`src/grsa_pkg.sv`:
```
package grsa_pkg;
  // Register space geometry
  localparam int          ADDR_W          = 6;
  localparam int          DATA_W          = 8;
  localparam int          NUM_REGS        = 64;
  localparam logic [5:0]  ADDR_LAST       = 6'h3F;
  // Read-only low range
  localparam logic [5:0]  RO_LAST         = 6'h0E;
  // Trigger locations
  localparam logic [5:0]  SOFT_RESTART    = 6'h14;
  localparam logic [5:0]  LATCH_CTRL      = 6'h21;
  localparam int          LATCH_CLR_BIT   = 7;
  localparam logic [7:0]  SOFT_RESTART_KEY = 8'hB6;
  // Queue read port
  localparam logic [5:0]  QUEUE_PORT      = 6'h3F;
  localparam logic [7:0]  QUEUE_RESET     = 8'h00;
  localparam logic [7:0]  REG_RESET       = 8'h00;
  // Bus answer timing: read data returned one cycle after the request
  localparam int          RD_WAIT_CYC     = 1;
endpackage

```
`src/grsa_cell.sv`:
```
// One 8-bit storage location with a per-bit writable mask
module grsa_cell #(
  parameter logic [7:0] WR_MASK = 8'hFF
) (
  // Clock and reset
  input  wire logic       i_clk,
  input  wire logic       i_reset,
  // Write side
  input  wire logic       i_we,
  input  wire logic [7:0] i_wdata,
  // Stored value
  output logic      [7:0] o_q
);
  logic [7:0] q_ff;
  logic [7:0] nxt_q;

  assign nxt_q = i_we ? ((i_wdata & WR_MASK) | (q_ff & ~WR_MASK)) : q_ff;

  always_ff @(posedge i_clk or posedge i_reset) begin
    if (i_reset) begin
      q_ff <= grsa_pkg::REG_RESET;
    end else begin
      q_ff <= nxt_q;
    end
  end

  assign o_q = q_ff;
endmodule

```
`src/grsa_regs.sv`:
```
// Summary of operation
// - Every location holds eight bits; transfers move whole bytes.
// - Sixty-four flat addresses, 0x00 to 0x3F, are decoded.
// - Writes to reserved bits are discarded; reserved reads undefined.
// - Addresses 0x00 to 0x0E are read-only; writes change nothing.
// - Trigger bits are write-only and always read as zero.
//
// The implementer's own choice: register access over Avalon-MM.
module grsa_regs #(
  parameter int unsigned RESERVED_MASK_HI = 32'h0000_0000
) (
  // Clock and reset
  input  wire logic       i_clk,
  input  wire logic       i_reset,
  // Avalon-MM slave
  input  wire logic [5:0] i_avs_address,
  input  wire logic       i_avs_read,
  input  wire logic       i_avs_write,
  input  wire logic [7:0] i_avs_writedata,
  output logic      [7:0] o_avs_readdata,
  output logic            o_avs_waitrequest,
  // Device state for the read-only range
  input  wire logic [7:0] i_status [15],
  // Queue read port
  input  wire logic [7:0] i_queue_data,
  output logic            o_queue_pop,
  // Trigger pulses
  output logic            o_soft_restart,
  output logic            o_latch_clear
);
  localparam int NREG = grsa_pkg::NUM_REGS;

  // Decode and cell widths are fixed at 64 x 8, so refuse any other geometry
  if (grsa_pkg::DATA_W != 8 || grsa_pkg::ADDR_W != 6 || grsa_pkg::NUM_REGS != 64) begin : g_bad_geometry
    $error("register space must be 64 x 8");
  end

  logic [7:0] store [NREG];
  logic       rd_pend_ff;
  logic       nxt_rd_pend;
  logic [7:0] rdata_ff;
  logic [7:0] nxt_rdata;

  function automatic logic is_ro(input logic [5:0] a);
    return a <= grsa_pkg::RO_LAST;
  endfunction

  function automatic logic is_trig(input logic [5:0] a);
    return a == grsa_pkg::SOFT_RESTART;
  endfunction

  wire wr_take = i_avs_write & ~i_avs_read;
  wire wr_ok   = wr_take & ~is_ro(i_avs_address) & ~is_trig(i_avs_address)
                 & (i_avs_address != grsa_pkg::QUEUE_PORT);

  genvar g;
  generate
    for (g = 0; g < NREG; g++) begin : g_cell
      localparam logic [7:0] MASK = (g == grsa_pkg::LATCH_CTRL)
                                    ? 8'h7F : 8'hFF;
      wire we = wr_ok & (i_avs_address == 6'(g));
      grsa_cell #(.WR_MASK(MASK)) u_cell (
        .i_clk   (i_clk),
        .i_reset (i_reset),
        .i_we    (we),
        .i_wdata (i_avs_writedata),
        .o_q     (store[g])
      );
    end
  endgenerate

  assign o_soft_restart = wr_take & (i_avs_address == grsa_pkg::SOFT_RESTART)
                          & (i_avs_writedata == grsa_pkg::SOFT_RESTART_KEY);
  assign o_latch_clear  = wr_take & (i_avs_address == grsa_pkg::LATCH_CTRL)
                          & i_avs_writedata[grsa_pkg::LATCH_CLR_BIT];

  // Read path: one wait cycle so read data comes from a flop
  assign nxt_rd_pend = i_avs_read & ~rd_pend_ff;
  assign o_avs_waitrequest = i_avs_read & ~rd_pend_ff;
  assign o_queue_pop = i_avs_read & rd_pend_ff & (i_avs_address == grsa_pkg::QUEUE_PORT);

  wire [7:0] rd_mux;
  assign rd_mux = is_ro(i_avs_address) ? i_status[i_avs_address[3:0]]
                : (i_avs_address == grsa_pkg::QUEUE_PORT) ? i_queue_data
                : is_trig(i_avs_address) ? 8'h00
                : store[i_avs_address];
  assign nxt_rdata = nxt_rd_pend ? rd_mux : rdata_ff;

  always_ff @(posedge i_clk or posedge i_reset) begin
    if (i_reset) begin
      rd_pend_ff <= 1'b0;
      rdata_ff   <= grsa_pkg::QUEUE_RESET;
    end else begin
      rd_pend_ff <= nxt_rd_pend;
      rdata_ff   <= nxt_rdata;
    end
  end

  assign o_avs_readdata = rdata_ff;
endmodule

```
`config.mk`:
```
export PLATFORM = sky130hd
export DESIGN_NAME = grsa_regs
export DESIGN_NICKNAME = d
export VERILOG_FILES = /design/src/grsa_pkg.sv /design/src/grsa_cell.sv /design/src/grsa_regs.sv
export SDC_FILE = /design/constraint.sdc
export NUM_CORES = 1
export LEC_CHECK = 0
export BUFFER_PORTS_ARGS = -buffer_cell sky130_fd_sc_hd__buf_2
export CAP_MARGIN = 20
export CORE_MARGIN = 4
export CORE_UTILIZATION = 45
export DETAILED_ROUTE_END_ITERATION = 7
export GPL_TIMING_DRIVEN = 0
export SLEW_MARGIN = 15
export SYNTH_ARGS = -nofsm -noshare
export SYNTH_HDL_FRONTEND = slang
export SYNTH_HIERARCHICAL = 1
export SYNTH_SLANG_ARGS = --single-unit
```
`constraint.sdc`:
```
create_clock -name i_clk -period 6.4 [get_ports i_clk]
set_input_delay 1.6 -clock i_clk [delete_from_list [all_inputs] [get_ports i_clk]]
set_output_delay 1.6 -clock i_clk [all_outputs]
set_load 0.05 [all_outputs]
```
==> metrics, run 1 <==
Max-Cap Viols 0; final period utilization 95.6%; via-per-instance ratio 5.78; post-synthesis cell count 1,672; Synth Flop Type dfrtp_1; Synth warnings 6; max incr delay on CP 0.59 ns; worst slack at placement 0.453 ns; mean post-synth cell area 16.3 um^2; total gr overflow 0; GPL Wtd Cong 0.957; Antenna Nets Post-Route 0; Worst Skew 0.0332 ns; number of port buffers 153; Max Freq 163 MHz; CP bufs+invs 4; global-route wire length before repair 115,000 um; Critical Path RT 4.80 ns; crit-path leading delay family simple AND/OR/NAND/NOR gates; unrepaired setup endpoints after global routing false; Via Count 15,800; crit path max fanout 10; gr usage total 23.8%; Peak supply drop 0.176 mV; Tmin final 6.12 ns; ANT cells 0; setup ws final 0.279 ns; Post-CTS Hold Buffers 0; ys async rst share 100%; Total Nets Final 2,054; status completed; CTS clk-pin slew, worst paths 0.06 ns; CTS buffer count 56; drt pass-1 iters 6; Longest Clk Path Bufs 3; die height 254 um; Area contributors post-synth dfrtp_1 (48%), mux2_4 (28%), mux4_2 (13%); DRC 0; flops & latches, synth 520; Post-DP Area 29,300 um^2; Rel. slew slack 33.7%; Slowest-stage cell, CP nor2_1; most numerous cell in the Yosys netlist dfrtp_1; final wirelength 76,700 um; Startpoint Class primary input; hold path startpoint g_cell[22].u_cell/o_q[5]$_DFFE_PP0P_; hold slack 0.504 ns; worst-path cell chain buf_2 > clkbuf_1 > nor2_1 > clkbuf_1 > nand2_1 > nor3_1 > buf_2; Root Buffer clkbuf_16; nature of the critical path endpoint output pin; antenna violations before repair 5; I/O pin cnt 158; Rows 89; cell accounting for the most synthesized area dfrtp_1; Worst-Margin Slew 0.994 ns; WP data arrival 4.52 ns; CP Class primary input to output pin; via count of the first global-routing pass 17,000; Sink Count 520; Yosys top cell area share 47.7%; Leak Pwr 14.5 nW; Unique masters post-synth 36; setup TNS 0 ns; Slew Limit Fails 0; core area 59,500 um^2; post-CTS setup buffers 0; layout cells sized above 1 52.2%; Hold Crit Class register to register; cts repair resizes 0; final hold vios 0; drt wl/cell 28.1 um; number of flops mapped to enable cells by yosys 0; area grow syn2layout 14.7%; DP HPWL 55,700 um; Critical Path Start i_avs_address[3]; CTS tree yes; # H-tree levels 2; Final Setup Violations 0; largest net degree at the start of global routing 54; Clock Latency Late Sink 0.63 ns; top cells by count, synth dfrtp_1 (520), mux2_4 (511), mux4_2 (152), buf_6 (72), inv_1 (65); fin util 52.6%; Synth Cell Area 27,300 um^2; Seq/Total Area, Yosys 47.7%; Die Wd 254 um; final instance area 31,300 um^2; cell area power density 271 nW/um^2; DR iter-0 viols 1,179; Worst R2R Start g_cell[46].u_cell/o_q[6]$_DFFE_PP0P_; fillcell total 4,867; total die area 64,600 um^2; Initial Util 45.9%
metal layers:
| layer | share of wire (%) | GRT usage [%] | wire, um |
|---|---|---|---|
| met1 | 45 | 34.3 | 34300 |
| met2 | 45 | 36.4 | 34400 |
| met3 | 7.6 | 5.90 | 5850 |
| met4 | 2.7 | 6.61 | 2040 |
| met5 | 0.060 | 0 | 46 |
logic make-up after synthesis:
group                  share of synthesized area (%)
muxes                                           41.3
DFF                                             47.7
buffers and inverters                           5.00
and+or+nand+nor                                 2.65
AOI/OAI and AO/OA                               3.35
other                                         0.0275
where the power goes:
part / total (mW) / internal (mW) / switching (mW)
registers: 3.77 / 3.58 / 0.194
clock network: 3.48 / 2.11 / 1.37
logic: 1.23 / 0.676 / 0.558
total: 8.48 / 6.36 / 2.12
registers in the layout (all words and copies together), names as in the netlist:
signal / count
g_cell.u_cell/o_q: 511
o_avs_readdata: 8
rd_pend_ff: 1
worst paths after layout:
kind                                                   endpoint  slack [ns]  depth (start not counted)
max                                               o_latch_clear        0.28                          7
min                        g_cell[22].u_cell/o_q[5]$_DFFE_PP0P_        0.50                          1
max reg2reg                       o_avs_readdata[6]$_DFFE_PP0P_        4.27                          5
min reg2reg                g_cell[22].u_cell/o_q[5]$_DFFE_PP0P_        0.50                          1
max in group asynchronous  g_cell[22].u_cell/o_q[4]$_DFFE_PP0P_        4.66                          3
min in group asynchronous  g_cell[33].u_cell/o_q[5]$_DFFE_PP0P_        1.17                          2
stage by stage:
stage | instances | power, mW
3_3_place_gp | 2614 | 5.00
5_1_grt | 2725 | 8.78
3_5_place_dp | 2623 | 5.04
6_report | 2725 | 8.48
2_1_floorplan | 1688 | 4.61
4_1_cts | 2725 | 8.54
area by class of cell:
cell class                 instances  area [um^2]  share of cell area (%)
inverter                          66          248                   0.792
clock inverter                    26          372                    1.19
multi-input combinational        962        13000                    41.4
clock buffer                      76         1600                    5.11
sequential                       520        13000                    41.6
timing repair buffer             162         1010                    3.22
buffer                           140         1110                    3.56
tap                              773          967                    3.09
placed cells by master (no fill, tap or decap), types with 2 or more instances in the layout:
cell type	instances
mux2_4	511
o2bb2ai_1	8
nand2_1	21
clkinvlp_4	2
inv_6	3
buf_1	6
a22oi_1	64
or2_2	4
bufinv_16	9
o211ai_1	8
clkbuf_1	48
clkinv_2	12
buf_6	72
dfrtp_1	520
conb_1	18
buf_12	4
a21o_1	8
buf_2	159
nor2_1	15
buf_4	17
buf_16	5
nand2b_1	9
a211o_1	8
mux4_2	152
clkbuf_8	10
nor3_1	37
clkbuf_16	57
nand3_1	3
a21oi_1	32
nor2b_1	12
nand4_1	17
mux2i_1	16
inv_1	65
nor4_1	10
Note: power is estimated with default switching activity, not from simulation.
==> run 2: changes to the inputs <==
--- a/config.mk
+++ b/config.mk
@@ -5,11 +5,11 @@
 export SDC_FILE = /design/constraint.sdc
 export NUM_CORES = 1
 export LEC_CHECK = 0
-export BUFFER_PORTS_ARGS = -buffer_cell sky130_fd_sc_hd__buf_2
 export CAP_MARGIN = 20
 export CORE_MARGIN = 4
 export CORE_UTILIZATION = 45
 export DETAILED_ROUTE_END_ITERATION = 7
+export DONT_BUFFER_PORTS = 1
 export GPL_TIMING_DRIVEN = 0
 export SLEW_MARGIN = 15
 export SYNTH_ARGS = -nofsm -noshare
==> run 2 against run 1 <==
Via count down 3.9%. Register-to-register slack worse by 0.05 ns. Combinational power down 15%. Clock power down 4%. Utilization down 1.8 points. Die area unchanged. Power down 3.6%. Critical path type unchanged. Highest routed layer unchanged.
==> metrics, run 2 (synthesis results as in run 1) <==
Critical Path RT 4.80 ns; core area 59,500 um^2; layout cells sized above 1 47.8%; Layout Cells excl Fill 2,566; Peak supply drop 0.165 mV; via-per-instance ratio 5.90; Slew Limit Fails 0; Max-Cap Viols 0; cell area power density 271 nW/um^2; Largest register FFs 511; area grow syn2layout 10.8%; cts repair resizes 0; Rel. slew slack 25.9%; gr usage total 23.7%; worst reg-to-reg setup slack 4.22 ns; Max Freq 170 MHz; Startpoint Class primary input; I/O pin cnt 158; Leak Pwr 13.7 nW; area of the multi-input gates 13,000 um^2; Rows 89; Initial Util 45.9%; CP dominant cell by count clkbuf_1; commonest non-fill, non-tap cell in the layout dfrtp_1; Clock Latency Late Sink 0.61 ns; DP HPWL 53,200 um; worst-path cell chain clkbuf_1 > nor2_1 > clkbuf_1 > nand2_1 > nor3_2; via count of the first global-routing pass 16,400; Cells after DPL 2,461; R2R depth 5; drt pass-1 iters 5; WP data arrival 4.28 ns; post-CTS setup buffers 0; reg2reg end o_avs_readdata[0]$_DFFE_PP0P_; Sink Count 520; nature of the critical path endpoint output pin; CTS buffer count 56; worst slack at placement 0.668 ns; met3 Use GR 6.88%; busiest grt layer met2; setup TNS 0 ns; crit path max fanout 10; DRC 0; most frequent cells in the layout dfrtp_1 (520), mux2_4 (511), mux4_2 (152), buf_6 (72), inv_1 (65); fillcell total 4,943; Antenna Nets Post-Route 0; Post-CTS Hold Buffers 0; final hold vios 0; drt wl/cell 29.6 um; worst setup path end o_latch_clear; # H-tree levels 2; Total Nets Final 1,892; Worst-Margin Slew 1.11 ns; die height 254 um; Longest Clk Path Bufs 3; GR Util met2 35.8%; CTS clk-pin slew, worst paths 0.06 ns; CTS tree yes; register area 13,000 um^2; Final Setup Violations 0; Worst R2R Start g_cell[47].u_cell/o_q[0]$_DFFE_PP0P_; largest net degree at the start of global routing 66; GPL Wtd Cong 0.956; total die area 64,600 um^2; Die Wd 254 um; Root Buffer clkbuf_16; Critical Path Start i_avs_address[3]; setup ws final 0.521 ns; DR iter-0 viols 1,084; final wirelength 76,000 um; unrepaired setup endpoints after global routing false; max incr delay on CP 0.89 ns; total gr overflow 0; Tmin final 5.88 ns; status completed; antenna violations before repair 9; CP Class primary input to output pin; Via Count 15,100; Hold Crit Class register to register; met1 usage 33.9%; global-route wire length before repair 113,000 um; Worst Skew 0.0118 ns; Slowest-stage cell, CP nor3_2; final period utilization 91.9%; number of port buffers 0
[run 2: area by class of cell]
class / count / share of cell area (%)
multi-input combinational: 962 / 42.9
tap: 773 / 3.20
sequential: 520 / 43.1
antenna: 6 / 0.0497
clock buffer: 82 / 5.53
buffer: 140 / 3.69
inverter: 66 / 0.820
clock inverter: 17 / 0.733
[run 2: per-layer routing]
layer / vias to the layer above / wire length, um / share of wire (%)
li1: 6359 / - / -
met1: 8090 / 33900 / 45
met3: 127 / 6260 / 8.2
met2: 556 / 33800 / 44
met5: - / 47 / 0.062
met4: 8 / 2040 / 2.7
[run 2: worst min path at each step]
stage                                               from                                    to  slack, ns  depth (start not counted)
floorplan           g_cell[18].u_cell/o_q[0]$_DFFE_PP0P_  g_cell[18].u_cell/o_q[0]$_DFFE_PP0P_       0.48                          1
global placement    g_cell[38].u_cell/o_q[4]$_DFFE_PP0P_  g_cell[38].u_cell/o_q[4]$_DFFE_PP0P_       0.49                          1
detailed placement  g_cell[18].u_cell/o_q[1]$_DFFE_PP0P_  g_cell[18].u_cell/o_q[1]$_DFFE_PP0P_       0.49                          1
CTS                 g_cell[30].u_cell/o_q[1]$_DFFE_PP0P_  g_cell[30].u_cell/o_q[1]$_DFFE_PP0P_       0.51                          1
global route        g_cell[59].u_cell/o_q[7]$_DFFE_PP0P_  g_cell[59].u_cell/o_q[7]$_DFFE_PP0P_       0.52                          1
finish              g_cell[27].u_cell/o_q[3]$_DFFE_PP0P_  g_cell[27].u_cell/o_q[3]$_DFFE_PP0P_       0.51                          1
[run 2: power breakdown]
part	switching (mW)	total [mW]	internal, mW
combinational	0.418	1.04	0.626
sequential	0.230	3.81	3.58
clock	1.33	3.33	2.00
[run 2: worst max-delay path, delay by kind of cell]
kind,cells,cell delay (ns)
buffers and inverters,2,0.78
and+or+nand+nor,3,1.89
[run 2: through the flow]
stage | hold WS (ns) | total power, mW | util [%] | area (um^2)
finish | 0.506 | 8.18 | 50.8 | 30200
global route | 0.516 | 8.47 | 50.8 | 30200
CTS | 0.507 | 8.24 | 50.8 | 30200
detailed placement | 0.489 | 4.89 | 47.6 | 28300
global placement | 0.490 | 4.86 | 47.6 | 28300
floorplan | 0.476 | 4.61 | - | 27300
==> run 3: changes to the inputs <==
--- a/config.mk
+++ b/config.mk
@@ -11,6 +11,7 @@
 export DETAILED_ROUTE_END_ITERATION = 7
 export DONT_BUFFER_PORTS = 1
 export GPL_TIMING_DRIVEN = 0
+export RECOVER_POWER = 100
 export SLEW_MARGIN = 15
 export SYNTH_ARGS = -nofsm -noshare
 export SYNTH_HDL_FRONTEND = slang
==> run 3 against run 2 <==
Sequential power about the same. Combinational power decreased by 20%. First-iteration DRC count increased by 0.37%. Routed wire length decreased by 0.41%. Critical endpoint unchanged. Highest routed layer unchanged.
==> metrics, run 3 (synthesis results as in run 1) <==
Post-CTS Hold Buffers 0; final period utilization 94.7%; commonest non-fill, non-tap cell in the layout dfrtp_1; cell area power density 282 nW/um^2; DRC 0; # H-tree levels 2; CTS tree yes; status completed; CTS clk-pin slew, worst paths 0.06 ns; metal2 WL 33,400 um; total gr overflow 0; via-per-instance ratio 5.91; final hold vios 0; global-route wire length before repair 113,000 um; die height 254 um; Worst Skew 0.0131 ns; Die Wd 254 um; cts repair resizes 0; Final Setup Violations 0; largest net degree at the start of global routing 66; Antenna Nets Post-Route 0; Layout Cells excl Fill 2,565; routed wl met3 6080 um; GPL Wtd Cong 0.956; Rows 89; setup TNS 0 ns; Critical Path RT 4.80 ns; Root Buffer clkbuf_16; Leak Pwr 12.8 nW; final instance area 28,100 um^2; Cells after DPL 2,461; I/O pin cnt 158; Tmin final 6.06 ns; unrepaired setup endpoints after global routing false; hold slack 0.482 ns; Total Nets Final 1,892; Largest register FFs 511; M1 WL 33,800 um; total die area 64,600 um^2; layout cells sized above 1 19.2%; drt pass-1 iters 5; top sig layer met5; Sink Count 520; Initial Util 45.9%; Peak supply drop 0.163 mV; number of port buffers 0; via count of the first global-routing pass 16,400; Hold Crit Class register to register; post-CTS setup buffers 0; DR iter-0 viols 1,088; Clock Latency Late Sink 0.60 ns; DP HPWL 53,200 um; core area 59,500 um^2; Startpoint Class primary input; final wirelength 75,700 um; Via Count 15,200; Longest Clk Path Bufs 3; fin util 47.3%; area grow syn2layout 3.12%; drt wl/cell 29.5 um; Post-DP Area 28,300 um^2; antenna violations before repair 9; Slew Limit Fails 0; most frequent cells in the layout dfrtp_1 (520), mux2_1 (459), mux4_2 (152), clkbuf_1 (100), inv_1 (65); Worst-Margin Slew 1.31 ns; CP Class primary input to output pin; Rel. slew slack 12.7%; CTS buffer count 56; crit path max fanout 10; WP data arrival 4.46 ns; nature of the critical path endpoint output pin; Max-Cap Viols 0; Max Freq 165 MHz; gr usage total 23.7%
[run 3: layer usage]
metal  vias to the layer above  global-route usage, %
met5                         -                      0
met4                         8                   6.35
li1                       6421                      -
met1                      8007                   33.9
met3                       153                   6.88
met2                       563                   35.8
[run 3: power breakdown]
part / switching, mW / internal (mW)
Clock: 1.32 / 2.00
Sequential: 0.212 / 3.58
Combinational: 0.412 / 0.422
Total: 1.95 / 5.99
[run 3: path summary, 6_finish.rpt]
kind | depth (start not counted) | slack, ns | end | startpoint
worst min register to register | 1 | 0.48 | g_cell[40].u_cell/o_q[6]$_DFFE_PP0P_ | g_cell[40].u_cell/o_q[6]$_DFFE_PP0P_
max in group asynchronous | 1 | 5.14 | g_cell[22].u_cell/o_q[7]$_DFFE_PP0P_ | i_reset
worst max-delay path | 7 | 0.34 | o_latch_clear | i_avs_address[1]
worst min-delay path | 1 | 0.48 | g_cell[40].u_cell/o_q[6]$_DFFE_PP0P_ | g_cell[40].u_cell/o_q[6]$_DFFE_PP0P_
min in group asynchronous | 1 | 0.83 | g_cell[33].u_cell/o_q[4]$_DFFE_PP0P_ | i_reset
worst max register to register | 6 | 3.96 | o_avs_readdata[3]$_DFFE_PP0P_ | rd_pend_ff$_DFF_PP0_
[run 3: per-stage QoR]
| step | worst slack [ns] | power [mW] |
|---|---|---|
| final | 0.339 | 7.94 |
| after global placement | 0.117 | 4.86 |
| after detailed placement | 0.668 | 4.89 |
| after global routing | 0.251 | 8.24 |
| after floorplan | 1.18 | 4.61 |
| after CTS | 0.664 | 8.24 |
[run 3: area by class of cell]
cell class	instances	area, um^2
Inverter	66	248
Fill cell	5471	31300
Antenna cell	5	12.5
Multi-Input combinational cell	962	11200
Tap cell	773	967
Clock inverter	17	221
Clock buffer	82	1670
Buffer	140	758
Sequential cell	520	13000
[run 3: critical path: stages]
cell      delay [ns]
clkbuf_1        0.31
buf_2           0.37
clkbuf_1        0.37
clkbuf_1        0.39
nor2b_1         0.24
nand2_1         0.24
nor3_2          0.89
